## src/shared/scg_cfg.svh

```systemverilog
// Purpose: constants of the system clock generator
// Assumes: 100 MHz aclk, AXI4-Lite register access
// Notes: definitions only
`ifndef SCG_CFG_SVH
`define SCG_CFG_SVH

// bus clock period and derived timing
`define SCG_CLK_PERIOD_NS 10
`define SCG_FREERUN_NS 500000
`define SCG_LOCK_NS 2000000
`define SCG_FREERUN_CYC (`SCG_FREERUN_NS / `SCG_CLK_PERIOD_NS)
`define SCG_LOCK_CYC (`SCG_LOCK_NS / `SCG_CLK_PERIOD_NS)
`define SCG_TMR_W 18
// watchdog overflow in free-running clocks
`define SCG_WD_LIMIT 5'h10
`define SCG_WD_W 5

// strap patterns
`define SCG_STRAP_X4 3'h7
`define SCG_STRAP_X2 3'h6
`define SCG_STRAP_X3 3'h5
`define SCG_STRAP_X5 3'h4
`define SCG_STRAP_DIRECT 3'h3
`define SCG_STRAP_X1P5 3'h2
`define SCG_STRAP_PRESC 3'h1
`define SCG_STRAP_X2P5 3'h0

// multiply factors expressed in halves
`define SCG_HALVES_X4 4'h8
`define SCG_HALVES_X2 4'h4
`define SCG_HALVES_X3 4'h6
`define SCG_HALVES_X5 4'hA
`define SCG_HALVES_X1P5 4'h3
`define SCG_HALVES_X2P5 4'h5
`define SCG_HALVES_NONE 4'h0

// register map, byte addresses
`define SCG_ADDR_W 4
`define SCG_OFS_STATUS 4'h0
`define SCG_OFS_MASK 4'h4
`define SCG_OFS_INFO 4'h8
// status and mask fields
`define SCG_BIT_LOCK_LOSS 0
`define SCG_BIT_OSC_FAIL 1
`define SCG_IRQ_W 2
`define SCG_MASK_RST 2'h0
// info fields
`define SCG_INFO_STRAP_LSB 0
`define SCG_INFO_LOCKED 3
`define SCG_INFO_FALLBACK 4
`define SCG_INFO_STARTED 5
// bus responses
`define SCG_RESP_OKAY 2'h0
`define SCG_RESP_SLVERR 2'h2

`endif

```

## src/shared/scg_pkg.sv

```systemverilog
// Purpose: types of the system clock generator
// Assumes: constants come from scg_cfg.svh
// Notes: no constants held here
package scg_pkg;
   // clock source modes chosen by the straps
   typedef enum logic [1:0] {
      SCG_MODE_PLL,
      SCG_MODE_DIRECT,
      SCG_MODE_PRESC
   } scg_mode_t;
endpackage

```

## src/scg_sync.sv

```systemverilog
// Purpose: two-flop synchroniser, one per bit
// Assumes: inputs are asynchronous to clk
// Notes: no reset so straps can be seen during reset
`timescale 1ns/1ps
`default_nettype none
module scg_sync #(
   parameter int W = 1
) (
   input wire logic clk,
   input wire logic [W-1:0] d,
   output logic [W-1:0] q
);
   genvar i;
   // each bit gets its own pair; first stage feeds only the second
   generate
      for (i = 0; i < W; i++) begin : g_bit
         logic meta_r;
         always_ff @(posedge clk) begin
            meta_r <= d[i];
            q[i] <= meta_r;
         end
      end
   endgenerate
endmodule
`default_nettype wire

```

## src/scg_osc_watchdog.sv

```systemverilog
// Purpose: oscillator watchdog clocked by free-running pll edges
// Assumes: edge strobes are one-cycle pulses on clk
// Notes: failure latches until reset
`include "scg_cfg.svh"
`timescale 1ns/1ps
`default_nettype none
module scg_osc_watchdog (
   input wire logic clk,
   input wire logic rst_n,
   input wire logic enable,
   input wire logic freerun_tick,
   input wire logic osc_edge,
   output logic fail_r
);
   logic [`SCG_WD_W-1:0] cnt_r; // free-running clocks since osc edge

   // count up on pll ticks, clear on any oscillator transition
   always_ff @(posedge clk) begin
      if (!rst_n) begin
         cnt_r <= '0;
      end else if (!enable || osc_edge) begin
         cnt_r <= '0;
      end else if (freerun_tick && cnt_r != `SCG_WD_LIMIT) begin
         cnt_r <= cnt_r + 1'b1;
      end
   end

   // overflow is sticky; only reset brings the oscillator back
   always_ff @(posedge clk) begin
      if (!rst_n) begin
         fail_r <= 1'b0;
      end else if (enable && cnt_r == `SCG_WD_LIMIT) begin
         fail_r <= 1'b1;
      end
   end
endmodule
`default_nettype wire

```

## src/scg_top.sv

```systemverilog
// Purpose: cpu clock source selection, pll supervision, interrupts
// Assumes: pll core outside gives multiplied clock, free-run clock, lock
// Notes: all clocks are resampled on aclk, so aclk must be much faster
//
// Contract
// - straps latched in reset, pll unless bypass
// - 111/110/101/100 give x4/x2/x3/x5
// - 010/000 give x1.5/x2.5 through pll
// - 011 drives cpu clock from oscillator
// - 001 divides oscillator by two
// - prescaler phases last one oscillator period
// - direct phases copy oscillator phases
// - free-running clock settled after half millisecond
// - lock expected within two milliseconds
// - short-term jitter stays below five percent
// - lock loss flags, falls to free-run
// - lock loss flag re-raised while unstable
// - bypass modes run watchdog on free-run clock
// - watchdog counts pll clocks, cleared by edges
// - sixteen clocks idle: switch, flag failure
// - failover holds until hardware reset
`include "scg_cfg.svh"
`timescale 1ns/1ps
`default_nettype none
module scg_top #(
   parameter int P_FREERUN_CYC = `SCG_FREERUN_CYC,
   parameter int P_LOCK_CYC = `SCG_LOCK_CYC
) (
   input wire logic aclk,
   input wire logic aresetn,
   // pins and pll core
   input wire logic [2:0] clock_config_straps,
   input wire logic osc_input_pin,
   input wire logic pll_mult_clk,
   input wire logic pll_freerun_clk,
   input wire logic pll_lock_valid,
   output logic cpu_clk_r,
   output logic pll_enable_r,
   output logic [3:0] pll_mult_halves_r,
   output logic fallback_active_r,
   output logic irq_r,
   // axi4-lite slave
   input wire logic [`SCG_ADDR_W-1:0] s_axi_awaddr,
   input wire logic s_axi_awvalid,
   output logic s_axi_awready,
   input wire logic [31:0] s_axi_wdata,
   input wire logic [3:0] s_axi_wstrb,
   input wire logic s_axi_wvalid,
   output logic s_axi_wready,
   output logic [1:0] s_axi_bresp,
   output logic s_axi_bvalid,
   input wire logic s_axi_bready,
   input wire logic [`SCG_ADDR_W-1:0] s_axi_araddr,
   input wire logic s_axi_arvalid,
   output logic s_axi_arready,
   output logic [31:0] s_axi_rdata,
   output logic [1:0] s_axi_rresp,
   output logic s_axi_rvalid,
   input wire logic s_axi_rready
);
   localparam logic [`SCG_TMR_W-1:0] FREERUN_CYC = `SCG_TMR_W'(P_FREERUN_CYC);
   localparam logic [`SCG_TMR_W-1:0] LOCK_CYC = `SCG_TMR_W'(P_LOCK_CYC);
   logic [2:0] strap_s; // synchronised strap pins
   logic osc_s, mult_s, free_s, lock_s; // synchronised clocks and lock
   logic osc_d_r, free_d_r; // previous oscillator and free-run samples
   logic [2:0] straps_r; // latched configuration
   scg_pkg::scg_mode_t mode; // decoded mode
   logic [3:0] halves; // decoded multiply factor
   logic osc_edge, osc_rise, free_tick; // edges of the resampled clocks
   logic presc_r; // divide-by-two phase
   logic started_r; // free-run settle time passed
   logic [`SCG_TMR_W-1:0] start_cnt_r; // settle timer
   logic [`SCG_TMR_W-1:0] lock_cnt_r; // lock wait timer
   logic lock_late_r, was_locked_r; // lock overdue, lock seen since start
   logic wd_fail_r; // oscillator watchdog tripped
   logic lock_loss_evt; // lock loss event this cycle
   logic [`SCG_IRQ_W-1:0] status_r; // sticky interrupt status
   logic [`SCG_IRQ_W-1:0] status_set, status_clr; // sets, read clears
   logic [`SCG_IRQ_W-1:0] mask_r; // interrupt enables
   logic aw_got_r, w_got_r; // write address and data held
   logic [`SCG_ADDR_W-1:0] awaddr_r; // held write address
   logic [31:0] wdata_r; // held write data
   logic [3:0] wstrb_r; // held byte enables
   logic aw_hs, w_hs, b_hs, ar_hs, r_hs, wr_do; // handshakes, commit
   // pin inputs cross into aclk through two flops
   scg_sync #(.W(3)) u_sync_strap (
      .clk(aclk),
      .d(clock_config_straps),
      .q(strap_s)
   );
   scg_sync #(.W(4)) u_sync_clk (
      .clk(aclk),
      .d({osc_input_pin, pll_mult_clk, pll_freerun_clk, pll_lock_valid}),
      .q({osc_s, mult_s, free_s, lock_s})
   );

   // straps follow the pins while reset is held, frozen after
   always_ff @(posedge aclk) begin
      if (!aresetn) begin
         straps_r <= strap_s;
      end
   end

   // strap decode: only 011 and 001 bypass the pll
   always_comb begin
      mode = scg_pkg::SCG_MODE_PLL;
      halves = `SCG_HALVES_NONE;
      unique case (straps_r)
         `SCG_STRAP_X4: halves = `SCG_HALVES_X4;
         `SCG_STRAP_X2: halves = `SCG_HALVES_X2;
         `SCG_STRAP_X3: halves = `SCG_HALVES_X3;
         `SCG_STRAP_X5: halves = `SCG_HALVES_X5;
         `SCG_STRAP_X1P5: halves = `SCG_HALVES_X1P5;
         `SCG_STRAP_X2P5: halves = `SCG_HALVES_X2P5;
         `SCG_STRAP_DIRECT: mode = scg_pkg::SCG_MODE_DIRECT;
         `SCG_STRAP_PRESC: mode = scg_pkg::SCG_MODE_PRESC;
      endcase
   end

   // edge history of the resampled clocks
   always_ff @(posedge aclk) begin
      if (!aresetn) begin
         osc_d_r <= osc_s; // pin level, so no false edge after reset
         free_d_r <= free_s;
      end else begin
         osc_d_r <= osc_s;
         free_d_r <= free_s;
      end
   end
   assign osc_edge = osc_s ^ osc_d_r;
   assign osc_rise = osc_s & ~osc_d_r;
   assign free_tick = free_s & ~free_d_r;

   // pll core controls: multiply only in pll mode, free-run always
   always_ff @(posedge aclk) begin
      if (!aresetn) begin
         pll_enable_r <= 1'b0;
         pll_mult_halves_r <= `SCG_HALVES_NONE;
      end else begin
         pll_enable_r <= (mode == scg_pkg::SCG_MODE_PLL);
         pll_mult_halves_r <= halves;
      end
   end

   // hold cpu clock low until the free-running clock has settled
   always_ff @(posedge aclk) begin
      if (!aresetn) begin
         start_cnt_r <= '0;
         started_r <= 1'b0;
      end else if (!started_r) begin
         start_cnt_r <= start_cnt_r + 1'b1;
         started_r <= (start_cnt_r == FREERUN_CYC - 1'b1);
      end
   end

   // lock supervision: lock must arrive in time, then hold
   always_ff @(posedge aclk) begin
      if (!aresetn) begin
         lock_cnt_r <= '0;
         lock_late_r <= 1'b0;
         was_locked_r <= 1'b0;
      end else if (started_r && mode == scg_pkg::SCG_MODE_PLL) begin
         if (lock_s) begin
            was_locked_r <= 1'b1;
         end else if (!was_locked_r && !lock_late_r) begin
            lock_cnt_r <= lock_cnt_r + 1'b1;
            lock_late_r <= (lock_cnt_r == LOCK_CYC - 1'b1);
         end
      end
   end
   // a level event, so the flag keeps returning after each clear
   assign lock_loss_evt = (mode == scg_pkg::SCG_MODE_PLL) && !lock_s &&
      (was_locked_r || lock_late_r);

   // watchdog is armed only when the pll is bypassed
   scg_osc_watchdog u_wd (
      .clk(aclk),
      .rst_n(aresetn),
      .enable(started_r && mode != scg_pkg::SCG_MODE_PLL),
      .freerun_tick(free_tick),
      .osc_edge(osc_edge),
      .fail_r(wd_fail_r)
   );

   // prescaler flips on each oscillator rise: one phase per period
   always_ff @(posedge aclk) begin
      if (!aresetn) begin
         presc_r <= 1'b0;
      end else if (osc_rise) begin
         presc_r <= ~presc_r;
      end
   end

   // cpu clock mux; resampling adds at most one aclk of edge jitter,
   // small against the cpu period only while aclk is far faster
   always_ff @(posedge aclk) begin
      if (!aresetn) begin
         cpu_clk_r <= 1'b0;
         fallback_active_r <= 1'b0;
      end else if (!started_r) begin
         cpu_clk_r <= 1'b0;
      end else if (wd_fail_r) begin
         cpu_clk_r <= free_s;
         fallback_active_r <= 1'b1;
      end else begin
         unique case (mode)
            scg_pkg::SCG_MODE_PLL: begin
               cpu_clk_r <= lock_s ? mult_s : free_s;
               fallback_active_r <= !lock_s;
            end
            scg_pkg::SCG_MODE_DIRECT: begin
               cpu_clk_r <= osc_s;
               fallback_active_r <= 1'b0;
            end
            scg_pkg::SCG_MODE_PRESC: begin
               cpu_clk_r <= presc_r;
               fallback_active_r <= 1'b0;
            end
            default: begin
               cpu_clk_r <= 1'b0;
               fallback_active_r <= 1'b0;
            end
         endcase
      end
   end

   // axi handshakes
   assign aw_hs = s_axi_awvalid & s_axi_awready;
   assign w_hs = s_axi_wvalid & s_axi_wready;
   assign b_hs = s_axi_bvalid & s_axi_bready;
   assign ar_hs = s_axi_arvalid & s_axi_arready;
   assign r_hs = s_axi_rvalid & s_axi_rready;
   assign wr_do = aw_got_r & w_got_r & ~s_axi_bvalid;

   // write address and data taken in either order, held to response
   always_ff @(posedge aclk) begin
      if (!aresetn) begin
         aw_got_r <= 1'b0;
         w_got_r <= 1'b0;
         s_axi_awready <= 1'b0;
         s_axi_wready <= 1'b0;
         awaddr_r <= '0;
         wdata_r <= '0;
         wstrb_r <= '0;
      end else begin
         if (aw_hs) begin
            awaddr_r <= s_axi_awaddr;
         end
         if (w_hs) begin
            wdata_r <= s_axi_wdata;
            wstrb_r <= s_axi_wstrb;
         end
         aw_got_r <= b_hs ? 1'b0 : (aw_got_r | aw_hs);
         w_got_r <= b_hs ? 1'b0 : (w_got_r | w_hs);
         s_axi_awready <= b_hs | ~(aw_got_r | aw_hs);
         s_axi_wready <= b_hs | ~(w_got_r | w_hs);
      end
   end

   // write response; only the mask register takes writes
   always_ff @(posedge aclk) begin
      if (!aresetn) begin
         s_axi_bvalid <= 1'b0;
         s_axi_bresp <= `SCG_RESP_OKAY;
      end else if (wr_do) begin
         s_axi_bvalid <= 1'b1;
         s_axi_bresp <= (awaddr_r == `SCG_OFS_MASK ||
            awaddr_r == `SCG_OFS_STATUS || awaddr_r == `SCG_OFS_INFO) ?
            `SCG_RESP_OKAY : `SCG_RESP_SLVERR;
      end else if (b_hs) begin
         s_axi_bvalid <= 1'b0;
      end
   end

   // mask register, low byte lane only
   always_ff @(posedge aclk) begin
      if (!aresetn) begin
         mask_r <= `SCG_MASK_RST;
      end else if (wr_do && awaddr_r == `SCG_OFS_MASK && wstrb_r[0]) begin
         mask_r <= wdata_r[`SCG_IRQ_W-1:0];
      end
   end

   // read channel, one read in flight
   always_ff @(posedge aclk) begin
      if (!aresetn) begin
         s_axi_arready <= 1'b0;
         s_axi_rvalid <= 1'b0;
         s_axi_rdata <= '0;
         s_axi_rresp <= `SCG_RESP_OKAY;
      end else if (ar_hs) begin
         s_axi_arready <= 1'b0;
         s_axi_rvalid <= 1'b1;
         s_axi_rresp <= `SCG_RESP_OKAY;
         unique case (s_axi_araddr)
            `SCG_OFS_STATUS: s_axi_rdata <= {30'h0, status_r};
            `SCG_OFS_MASK: s_axi_rdata <= {30'h0, mask_r};
            `SCG_OFS_INFO: s_axi_rdata <= {26'h0, started_r,
               fallback_active_r, lock_s, straps_r};
            default: begin
               s_axi_rdata <= '0;
               s_axi_rresp <= `SCG_RESP_SLVERR;
            end
         endcase
      end else if (r_hs || !s_axi_rvalid) begin
         s_axi_rvalid <= 1'b0;
         s_axi_arready <= 1'b1;
      end
   end

   // sticky status; a set in the clearing cycle survives
   assign status_set = {wd_fail_r & ~status_r[`SCG_BIT_OSC_FAIL] &
      ~fallback_active_r, lock_loss_evt};
   assign status_clr = (ar_hs && s_axi_araddr == `SCG_OFS_STATUS) ?
      {`SCG_IRQ_W{1'b1}} : {`SCG_IRQ_W{1'b0}};
   always_ff @(posedge aclk) begin
      if (!aresetn) begin
         status_r <= '0;
      end else begin
         status_r <= (status_r & ~status_clr) | status_set;
      end
   end

   // level interrupt from unmasked status
   always_ff @(posedge aclk) begin
      if (!aresetn) begin
         irq_r <= 1'b0;
      end else begin
         irq_r <= |(status_r & mask_r);
      end
   end
endmodule
`default_nettype wire

```

## config.mk

```make
export PLATFORM = sky130hd
export DESIGN_NAME = scg_top
export DESIGN_NICKNAME = d
export VERILOG_FILES = /design/src/shared/scg_pkg.sv /design/src/scg_sync.sv /design/src/scg_osc_watchdog.sv /design/src/scg_top.sv
export VERILOG_INCLUDE_DIRS = /design/src /design/src/shared
export SDC_FILE = /design/constraint.sdc
export NUM_CORES = 1
export LEC_CHECK = 0
export BUFFER_PORTS_ARGS = -buffer_cell sky130_fd_sc_hd__buf_2
export CAP_MARGIN = 0
export CORE_AREA = 4 4 96 98
export DETAILED_ROUTE_END_ITERATION = 8
export DIE_AREA = 0 0 100 102
export PLACE_DENSITY = 0.74
export SYNTH_ARGS = -nofsm -noshare
export SYNTH_HDL_FRONTEND = slang
export SYNTH_SLANG_ARGS = --single-unit
```

## constraint.sdc

```tcl
create_clock -name aclk -period 3.2 [get_ports aclk]
set_input_delay 0.32 -clock aclk [delete_from_list [all_inputs] [get_ports aclk]]
set_output_delay 0.32 -clock aclk [all_outputs]
set_load 0.02 [all_outputs]
```

==> summary.md <==
| Metric | Value |
|---|---|
| Result of the run | `completed` |
| Post-synthesis area per instance | `9.45 sq um` |
| Part of the Yosys area used for sequential elements | `49.5%` |
| Most common library cell in the layout ignoring fill and taps | `dfxtp_1` |
| Primary FF master, synth | `dfxtp_1` |
| YS warnings | `0` |
| Wire per inst | `13.3 um` |
| Biggest fanout along the worst timing path | `19` |
| Initial Util | `48.0%` |
| Count of nets after finishing | `535` |
| Power density over the cells | `536 nW/um^2` |
| Number of buffer cells added on primary ports | `45` |
| Layout cells sized above 1 | `14.9%` |
| Number of search-and-repair iterations in the first detailed-routing pass | `4` |
| # resized after CTS | `0` |
| Fmax | `0.412 GHz` |
| Total via count in the routed design | `3061` |
| Worst ir drop on vdd | `0.257 mV` |
| Share of the clock period used by the worst path after layout | `75.9%` |
| Lkg Pwr | `1.73 nW` |
| Hold Violations, Final | `0` |
| Unrepaired setup endpoints after global routing | `no` |
| Post-layout instance count excluding filler cells | `585` |
| CTS tree | `built` |
| Clock transition at the registers of the reported paths | `90 ps` |
| Min Clock Period, post-route | `2430 ps` |
| Die W | `100 um` |
| Number of antenna violations at the first check in global routing | `0` |
| Inserted Clock Buffers | `9` |
| Sum of internal, switching and leakage power | `2.42 mW` |
| Count of flip-flops with a built-in enable after synthesis | `3` |
| Setup Viol. Count Final | `0` |
| Final slew viol count | `0` |
| Via density per instance | `5.23` |
| Number of clock sinks seen by CTS | `99` |
| Standard cell core area | `8470 sq um` |
| Basic-gate share of the synthesized area counting and, or, nand and nor cells | `22.9%` |
| Yosys reg bits | `99` |
| Crit end category | `register` |
| Post-route core utilization | `53.4%` |
| Maximum number of pins on one net before global-route repair | `42` |
| Clock latency reported for the late side of the worst-skew pair | `360 ps` |
| Count of hold buffers inserted by post-cts repair | `0` |
| Compound-gate portion of the synthesized area | `11.4%` |
| Layout-stage area growth over the synthesis result | `11.3%` |
| Transition time at the pin with the least slew margin | `792 ps` |
| Main combinational cell family by area after synthesis | `simple AND/OR/NAND/NOR gates` |
| Area of the die | `10200 sq um` |
| Synth Area in Adders | `1.54%` |
| Maximum level of the CTS H-tree | `3` |
| Routability congestion estimate from global placement | `0.747` |
| Die boundary height | `102 um` |
| Global-route wire length before repair | `13000 um` |
| Number of maximum-capacitance violations | `0` |
| Worst slew margin relative to its limit | `45.8%` |
| Post-CTS setup buffers | `0` |
| Gate count of the mapped netlist | `430` |
| Arrival time of data at the critical path endpoint | `2720 ps` |
| Sum of negative setup slack | `0 ps` |
| Via count of the first global-routing pass | `2873` |
| Combined global-route utilization of all metal layers | `15.7%` |
| Ports placed on the boundary | `107` |
| Data required time at the worst endpoint | `3490 ps` |
| Worst Skew | `10.1 ps` |
| Worst Hold Class | `in2reg` |
| Type of the worst setup path | `reg2reg` |
| Master cell of the clock root buffer | `clkbuf_8` |
| Parity-gate share of the synthesized area counting xor and xnor cells | `4.53%` |
| Post-Syn Area | `4060 sq um` |
| Most frequent cells in the layout | `96 x dfxtp_1, 45 x nor2_1, 45 x buf_2` |
| Initial drt markers | `88` |
| Maximum buffer depth of the clock tree | `2` |
| Kind of launch point of the worst setup path | `register` |
| Diode insertion count for antenna repair | `0` |
| Cells after DPL | `569` |
| Wirelength, routed | `7750 um` |
| Antenna viol nets, final | `0` |
| Leftover overflow at the end of global routing | `0` |
| Library cells used by synthesis | `54` |
| Dpl hpwl | `5440 um` |
| Portion of netlist area occupied by mux cells | `2.22%` |
| Fraction of registers with async set/reset | `0%` |
| Number of standard-cell rows in the floorplan | `34` |
| Residual DRC | `0` |
[registers in the layout (all words and copies together) (netlist names), 2 cells and up]
register and count:
lock_cnt_r 18, start_cnt_r 18, s_axi_rdata 6, u_wd.cnt_r 5, awaddr_r 4, pll_mult_halves_r 4
u_sync_clk.g_bit.meta_r 4, u_sync_clk.q 4, straps_r 3, u_sync_strap.g_bit.meta_r 3, u_sync_strap.q 3, mask_r 2
status_r 2, wdata_r 2
[worst paths after layout]
check	from	end	slack, ps	depth (start not counted)
hold reg to reg	u_sync_strap.g_bit[0].meta_r	u_sync_strap.q[0]	330	0
hold / removal	osc_input_pin	u_sync_clk.g_bit[3].meta_r	60	1
setup / recovery	started_r	lock_cnt_r[6]	770	4
setup reg to reg	started_r	lock_cnt_r[6]	770	4
[kinds of logic (layout without fill, tap and decap cells)]
family                     after synthesis  after routing
AOI/OAI and AO/OA                       75             75
xor gates and xnor gates                21             21
adders and majority gates                5              5
buffers and inverters                   54             74
DFF                                     99             99
muxes                                    9              9
other                                    1             28
and+or+nand+nor                        166            166
[per-layer routing]
layer	wire, um	GRT usage [%]
met5	0	0
met3	435	3.82
met2	3720	26.4
met4	113	6.32
met1	3490	19.4
[critical path: stages, from the launching register on]
cell and delay (ps):
dfxtp_1 720, nor4bb_1 380, nand3_1 440, or4_2 670, a21oi_1 160
[power breakdown]
part,switching (mW),internal [mW],total [mW]
sequential,0.0236,1.27,1.29
clock,0.408,0.582,0.991
combinational,0.0954,0.0431,0.138
total,0.527,1.90,2.42
[final cells by class]
cell class	count	area, sq um
clock inverter	4	95.1
clock buffer	12	165
timing repair buffer	46	233
fill	806	3950
inverter	12	45.0
tap	108	135
multi-input combinational	304	1840
sequential	99	2010
[synthesized netlist by cell type, drive strengths merged, types with 2 or more instances]
master   instances  area [sq um]
dfxtp           96          1920
nor2            45           169
a21oi           35           175
buf             31           229
nand2           23          86.3
nand3           18          95.1
xnor2           15           131
inv             12          45.0
clkbuf          11          41.3
or3             11          70.1
or4             10          81.3
mux2i            9          90.1
nor3             9          45.0
o21ai            9          45.0
o31ai            9          67.6
nor4             7          43.8
nand4            6          37.5
xor2             6          52.6
ha               5          62.6
nand2b           5          31.3
nor2b            5          31.3
nor4b            5          43.8
a22o             4          35.0
nand4b           4          50.1
a211oi           3          22.5
a22oi            3          22.5
and3             3          18.8
edfxtp           3          90.1
nor3b            3          22.5
nor4bb           3          30.0
o21a             3          22.5
a31oi            2          12.5
and3b            2          17.5
and4             2          17.5
o2bb2ai          2          17.5
[metrics by stage]
step	setup slack, ps	hold WS, ps	instance area (sq um)
finish	773	61.1	4520
global route	613	36.3	4520
CTS	786	45.7	4520
detailed placement	803	314	4260
global placement	904	314	4260
floorplan	1340	310	4160
Power figures use the tool's default switching activity.
